File: src/shared/srbank_pkg.sv
package srbank_pkg;
  // Register byte offsets
  localparam logic [7:0] OFF_PWR_RST_STS = 8'h34;
  localparam logic [7:0] OFF_CHIP_EN = 8'h38;
  localparam logic [7:0] OFF_HOST_EN = 8'h3c;
  localparam logic [7:0] OFF_CTRL_EN = 8'h40;
  // Field positions
  localparam int POS_PWR_GOOD = 2;
  localparam int POS_HOST_RTC = 18;
  localparam int POS_HOST_SERIAL0 = 1;
  localparam int POS_CTRL_TMR1 = 31;
  localparam int POS_CTRL_TMR0 = 30;
  localparam int POS_CTRL_REGBANK = 29;
  localparam int POS_CTRL_PULSE_MODULATOR_THREE = 22;
  localparam int POS_CTRL_PULSE_MODULATOR_TWO = 21;
  localparam int POS_CTRL_PULSE_MODULATOR_ONE = 20;
  localparam int POS_CTRL_SPEED1 = 11;
  localparam int POS_CTRL_TWOWIRE0 = 10;
  localparam int POS_CTRL_WATCHDOG = 9;
  localparam int POS_CTRL_PROC = 8;
  localparam int POS_CTRL_TRACE = 7;
  localparam int POS_CTRL_DMA = 6;
  localparam int POS_CTRL_PWRMGR = 5;
  localparam int POS_CTRL_PULSE_MODULATOR_ZERO = 4;
  localparam int POS_CTRL_SPEED0 = 2;
  localparam int POS_CTRL_SPARE1 = 1;
  localparam int POS_CTRL_INTAGG = 0;
  // Writable masks
  localparam logic [31:0] MASK_CHIP_EN = 32'h0000_0001;
  localparam logic [31:0] MASK_HOST_EN = 32'h0004_0003;
  localparam logic [31:0] MASK_CTRL_EN = 32'he070_0ff7;
  // Reset values
  localparam logic [31:0] RST_EN = 32'h0000_0000;
  // Number of sleep-reset outputs
  localparam int NUM_BLK = 18;
  typedef struct packed {
    logic [NUM_BLK-1:0] blk_rst;
    logic [NUM_BLK-1:0] blk_sleep_q;
    logic [2:0] pg_sync;
    logic pg_level;
    logic [31:0] chip_en;
    logic [31:0] host_en;
    logic [31:0] ctrl_en;
    logic [31:0] prdata;
    logic pready;
    logic pslverr;
  } srbank_state_t;
endpackage : srbank_pkg

File: src/rtl/srbank_top.sv
`timescale 1ns/1ps
module srbank_top (
  // Clock and main supply reset
  input wire logic clk,
  input wire logic rst,
  // APB slave
  input wire logic psel,
  input wire logic penable,
  input wire logic pwrite,
  input wire logic [7:0] paddr,
  input wire logic [31:0] pwdata,
  output logic [31:0] prdata,
  output logic pready,
  output logic pslverr,
  // Power-good pin, asynchronous
  input wire logic power_good_input,
  // Per-block sleep requests and sleep resets
  input wire logic [srbank_pkg::NUM_BLK-1:0] blk_sleep,
  output logic [srbank_pkg::NUM_BLK-1:0] blk_sleep_rst
);
  // Block index to enable: 0..15 controller bits, 16 RTC, 17 serial port zero
  localparam int CTRL_POS [16] = '{
    srbank_pkg::POS_CTRL_TMR1, srbank_pkg::POS_CTRL_TMR0,
    srbank_pkg::POS_CTRL_REGBANK, srbank_pkg::POS_CTRL_PULSE_MODULATOR_THREE,
    srbank_pkg::POS_CTRL_PULSE_MODULATOR_TWO, srbank_pkg::POS_CTRL_PULSE_MODULATOR_ONE,
    srbank_pkg::POS_CTRL_SPEED1, srbank_pkg::POS_CTRL_TWOWIRE0,
    srbank_pkg::POS_CTRL_WATCHDOG, srbank_pkg::POS_CTRL_PROC,
    srbank_pkg::POS_CTRL_TRACE, srbank_pkg::POS_CTRL_DMA,
    srbank_pkg::POS_CTRL_PWRMGR, srbank_pkg::POS_CTRL_PULSE_MODULATOR_ZERO,
    srbank_pkg::POS_CTRL_SPEED0, srbank_pkg::POS_CTRL_INTAGG};

  srbank_pkg::srbank_state_t st;
  srbank_pkg::srbank_state_t next_st;
  logic [srbank_pkg::NUM_BLK-1:0] blk_en;
  logic access;
  logic wr;

  assign access = psel && penable;
  assign wr = access && pwrite;

  genvar gi;
  generate
    for (gi = 0; gi < 16; gi++) begin : g_ctrl
      assign blk_en[gi] = st.ctrl_en[CTRL_POS[gi]];
    end
  endgenerate
  assign blk_en[16] = st.host_en[srbank_pkg::POS_HOST_RTC];
  assign blk_en[17] = st.host_en[srbank_pkg::POS_HOST_SERIAL0];

  always_comb begin
    next_st = st;
    // Power-good path is not touched by rst so the bit stays live
    next_st.pg_sync = {st.pg_sync[1:0], power_good_input};
    if (st.pg_sync[2] == st.pg_sync[1]) begin
      next_st.pg_level = st.pg_sync[2];
    end
    next_st.blk_sleep_q = blk_sleep;
    // Reset follows enable and sleep together, dropping on wake
    next_st.blk_rst = blk_en & st.blk_sleep_q;
    next_st.pready = access && !st.pready;
    next_st.pslverr = 1'b0;
    next_st.prdata = 32'h0000_0000;
    if (access && !st.pready) begin
      unique case (paddr)
        srbank_pkg::OFF_PWR_RST_STS: begin
          next_st.prdata[srbank_pkg::POS_PWR_GOOD] = st.pg_level;
        end
        srbank_pkg::OFF_CHIP_EN: begin
          next_st.prdata = st.chip_en;
          if (wr) begin
            next_st.chip_en = pwdata & srbank_pkg::MASK_CHIP_EN;
          end
        end
        srbank_pkg::OFF_HOST_EN: begin
          next_st.prdata = st.host_en;
          if (wr) begin
            next_st.host_en = pwdata & srbank_pkg::MASK_HOST_EN;
          end
        end
        srbank_pkg::OFF_CTRL_EN: begin
          next_st.prdata = st.ctrl_en;
          if (wr) begin
            next_st.ctrl_en = pwdata & srbank_pkg::MASK_CTRL_EN;
          end
        end
        default: begin
          next_st.pslverr = 1'b1;
        end
      endcase
      if (wr) begin
        next_st.prdata = 32'h0000_0000;
      end
    end
  end

  always_ff @(posedge clk) begin
    st <= next_st;
    if (rst) begin
      st.chip_en <= srbank_pkg::RST_EN;
      st.host_en <= srbank_pkg::RST_EN;
      st.ctrl_en <= srbank_pkg::RST_EN;
      st.blk_rst <= '0;
      st.blk_sleep_q <= '0;
      st.prdata <= 32'h0000_0000;
      st.pready <= 1'b0;
      st.pslverr <= 1'b0;
    end
  end

  assign prdata = st.prdata;
  assign pready = st.pready;
  assign pslverr = st.pslverr;
  assign blk_sleep_rst = st.blk_rst;

  // Bus phase decodes shared by the checks below
  logic addr_hit;
  assign addr_hit = paddr inside {srbank_pkg::OFF_PWR_RST_STS, srbank_pkg::OFF_CHIP_EN,
    srbank_pkg::OFF_HOST_EN, srbank_pkg::OFF_CTRL_EN};

  genvar bi;
  generate
    for (bi = 0; bi < 32; bi++) begin : g_field_chk

    end
  endgenerate

  genvar ki;
  generate
    for (ki = 0; ki < srbank_pkg::NUM_BLK; ki++) begin : g_blk_chk

    end
  endgenerate
endmodule : srbank_top

File: config.mk
export PLATFORM = sky130hd
export DESIGN_NAME = srbank_top
export DESIGN_NICKNAME = d
export VERILOG_FILES = /design/src/shared/srbank_pkg.sv /design/src/rtl/srbank_top.sv
export SDC_FILE = /design/constraint.sdc
export NUM_CORES = 1
export LEC_CHECK = 0
export BUFFER_PORTS_ARGS = -buffer_cell sky130_fd_sc_hd__buf_4
export CAP_MARGIN = 30
export CORE_MARGIN = 4
export CORE_UTILIZATION = 44
export DETAILED_ROUTE_END_ITERATION = 10
export PLACE_DENSITY = 0.82
export SLEW_MARGIN = 20
export SYNTH_ARGS = -nofsm -noshare
export SYNTH_HDL_FRONTEND = slang
export SYNTH_SLANG_ARGS = --single-unit
File: constraint.sdc
create_clock -name clk -period 1.18 [get_ports clk]
set_input_delay 0.059 -clock clk [delete_from_list [all_inputs] [get_ports clk]]
set_output_delay 0.059 -clock clk [all_outputs]
set_load 0.02 [all_outputs]
==> impl_summary.log <==
[metrics] outcome: complete, but fails checks
[metrics] failing checks: setup timing
[metrics] Avg WL per Cell: 12.0 µm
[metrics] antenna cells: 0
[metrics] maximum clock frequency: approximately 800 MHz
[metrics] gp weighted congestion: 0.782
[metrics] type of the worst setup path: flip-flop to flip-flop
[metrics] async set-reset flop share out of synthesis: 0
[metrics] DIE AREA: around 8500 µm²
[metrics] Avg Inst Size Synth: just over 10 µm²
[metrics] worst setup margin: -0.103 ns
[metrics] Critical Path End Type: flip-flop
[metrics] Static Leak: 1.83 nW
[metrics] Mapped Area: 3120 µm²
[metrics] Area contributors post-synth: sky130_fd_sc_hd__dfxtp_1 (51%), sky130_fd_sc_hd__buf_4 (12%), sky130_fd_sc_hd__nand2b_1 (7.8%), sky130_fd_sc_hd__mux2i_1 (6.7%), sky130_fd_sc_hd__nor2b_1 (3.8%)
[metrics] count of clock tree sinks: 81
[metrics] P per Cell Area: 1270 nW/µm²
[metrics] area of the placeable core: about 6800 µm²
[metrics] Layout Area Growth over Synthesis: 36.2%
[metrics] hpwl dp: just over 4000 µm
[metrics] CTS tree: yes
[metrics] total CTS buffers: 9
[metrics] Top FF cell, synth: sky130_fd_sc_hd__dfxtp_1
[metrics] die width: 92.3 µm
[metrics] count of warnings emitted by yosys: 0
[metrics] total DRC errors in the routed layout: 0
[metrics] share of the cycle needed by the critical path after routing: 1.09
[metrics] min Tclk post-route: about 1.3 ns
[metrics] initial antenna violation count: 0
[metrics] placed cell area: 3660 µm²
[metrics] max-cap check violation count: 0
[metrics] pin count of the biggest net entering global routing: 75
[metrics] Die Ht: roughly 90 µm
[metrics] post-route antenna net violation count: 0
[metrics] clk_lat worst skew: 0.33 ns
[metrics] Data arrival, critical path: approximately 1.5 ns
[metrics] most used standard cell by instance count after synthesis: sky130_fd_sc_hd__dfxtp_1
[metrics] I/O pin total: 116
[metrics] Avg Vias per Cell: about 4.3
[metrics] summed area of non-filler cells in the final layout: between 4000 and 5000 µm²
[metrics] Clock Pin Slew Worst Setup and Hold Paths: about 0.070 ns
[metrics] Final Skew: roughly 0.0052 ns
[metrics] Worst setup SP type: flip-flop
[metrics] global-route wire length before repair: between 9000 and 10000 µm
[metrics] first drt pass iteration count: 4
[metrics] Root Buffer Master: sky130_fd_sc_hd__clkbuf_8
[metrics] number of standard cells after synthesis: 306
[metrics] number of failing setup endpoints in the final timing report: 17
[metrics] path category of the worst min-delay check: input pin to flip-flop
[metrics] violation count after the first detailed-routing iteration: 68
[metrics] all-layer global routing usage: 0.147
[metrics] number of placement rows: 30
[metrics] Req. time, crit path: ~1.4 ns
[metrics] share of the synthesized area in the top cell type: 0.513
[metrics] dpl ws: -0.227 ns
[metrics] post-synthesis sequential area ratio: 0.522
[metrics] clock tree buffer depth: 2
[metrics] total congestion overflow after global routing: 0
[metrics] transition at the pin with the smallest max-transition slack: 0.595 ns
[metrics] total wirelength of the detailed-routed design: 6070 µm
[metrics] final-report hold violation count: 0
[metrics] RSZ-0062 raised after global routing: true
[metrics] H-Tree Level Count: 3
[metrics] Port Buffers: 87
[metrics] Final Slew Violations: 0
[metrics] number of flops mapped to enable cells by yosys: 1
[metrics] net count of the finished layout: 470
[metrics] PnR Total Power: about 5.4 mW
[metrics] fraction of final layout cells sized beyond drive strength 1: 0.319
[metrics] number of distinct library cells after synthesis: 33
[metrics] number of register bits inferred by synthesis: 81
[metrics] Post-Route Setup TNS: -1.39 ns
[metrics] tightest slew margin relative to the limit: 0.603
[metrics] most frequent cells after synthesis: sky130_fd_sc_hd__dfxtp_1 (80), sky130_fd_sc_hd__buf_4 (51), sky130_fd_sc_hd__nand2b_1 (39)
[metrics] largest area contributor in the netlist: sky130_fd_sc_hd__dfxtp_1
[metrics] vias after detailed routing: 2174
[metrics] filler cell count: 564
[metrics] Starting Density: 0.457
[metrics] highest net fanout along the worst path: 9
[metrics] highest ir drop seen on vdd: 0.835 mV
[metrics] via count of the first global-routing pass: 2215
[worst max-delay path, cell delays in order (launching register included)]
cell and delay [ns]:
sky130_fd_sc_hd__dfxtp_2 0.33, sky130_fd_sc_hd__and4b_1 0.29, sky130_fd_sc_hd__and3_4 0.25, sky130_fd_sc_hd__buf_12 0.15, sky130_fd_sc_hd__mux2i_1 0.19
[layer usage]
metal | vias to the layer above | track usage | share of wire
met4 | 0 | 0.0520 | 0.011
met2 | 56 | 0.266 | 0.54
met1 | 1001 | 0.163 | 0.41
li1 | 1110 | - | -
met5 | - | 0 | 0
met3 | 7 | 0.0394 | 0.045
[state kept, by name, summed over array words and instances (netlist names)]
signal         count
pready             1
pslverr            1
st                23
prdata            18
blk_sleep_rst     18
next_st            2
blk_en            18
[repair_timing]
item,in CTS,in global routing
resized for setup,4,2
pin swaps,0,0
hold buffers,33,0
setup endpoints to repair,19,34
endpoints found under the hold margin,33,0
buffers inserted,0,0
cloned,1,0
[cells by family after synthesis]
group / count (synthesis) / share of synthesized area
AOI/OAI and AO/OA: 4 / 0.00721
xor gates and xnor gates: 1 / 0.00280
buffers and inverters: 65 / 0.144
DFF: 81 / 0.522
muxes: 22 / 0.0709
other: 1 / 0.00120
and+or+nand+nor: 132 / 0.251
[layout by cell type, fill, tap and decap left out, types with 2 or more instances in the layout]
| master | Yosys | routed |
|---|---|---|
| sky130_fd_sc_hd__dfxtp_1 | 80 | 79 |
| sky130_fd_sc_hd__nand4_1 | 2 | 2 |
| sky130_fd_sc_hd__bufinv_16 | 0 | 2 |
| sky130_fd_sc_hd__buf_4 | 51 | 102 |
| sky130_fd_sc_hd__and2_1 | 14 | 14 |
| sky130_fd_sc_hd__mux2i_1 | 21 | 21 |
| sky130_fd_sc_hd__buf_12 | 0 | 2 |
| sky130_fd_sc_hd__inv_1 | 2 | 2 |
| sky130_fd_sc_hd__conb_1 | 1 | 14 |
| sky130_fd_sc_hd__clkinv_2 | 0 | 2 |
| sky130_fd_sc_hd__dlygate4sd3_1 | 0 | 33 |
| sky130_fd_sc_hd__nand2b_1 | 39 | 39 |
| sky130_fd_sc_hd__nand3_1 | 5 | 4 |
| sky130_fd_sc_hd__a21oi_1 | 3 | 3 |
| sky130_fd_sc_hd__nor2_1 | 19 | 19 |
| sky130_fd_sc_hd__clkbuf_8 | 0 | 10 |
| sky130_fd_sc_hd__nor2b_1 | 19 | 19 |
| sky130_fd_sc_hd__nor4bb_1 | 2 | 2 |
| sky130_fd_sc_hd__nand2_1 | 19 | 19 |
[path summary, 6_finish.rpt]
| path | start | cells past startpoint | slack (ns) | to |
|---|---|---|---|---|
| setup / recovery | pready | 4 | -0.10 | blk_en[3] |
| hold / removal | pwdata[22] | 3 | 0.01 | blk_en[3] |
| setup reg to reg | pready | 4 | -0.10 | blk_en[3] |
| hold reg to reg | next_st[132] | 0 | 0.33 | next_st[133] |
[report_power, final]
part	internal, mW	switching, mW	total, mW
clock	1.25	0.929	2.18
combinational	0.266	0.171	0.437
sequential	2.78	0.0120	2.79
[through the flow]
stage | utilization | hold slack, ns | instances
after floorplan | - | 0.0867 | 319
after global placement | 0.536 | 0.163 | 457
after CTS | 0.622 | 0.000603 | 507
after global routing | 0.623 | 0.0107 | 507
final | 0.623 | 0.0115 | 507
after detailed placement | 0.536 | 0.164 | 457
[layout make-up]
| class | instances | area, µm² | share of cell area |
|---|---|---|---|
| clock inverter | 5 | 78.8 | 0.0185 |
| clock buffer | 11 | 141 | 0.0332 |
| sequential | 81 | 1630 | 0.384 |
| inverter | 3 | 11.3 | 0.00265 |
| timing repair buffer | 138 | 1160 | 0.273 |
| tap | 96 | 120 | 0.0282 |
| multi-input combinational | 173 | 1110 | 0.260 |
Power figures use the tool's default switching activity.
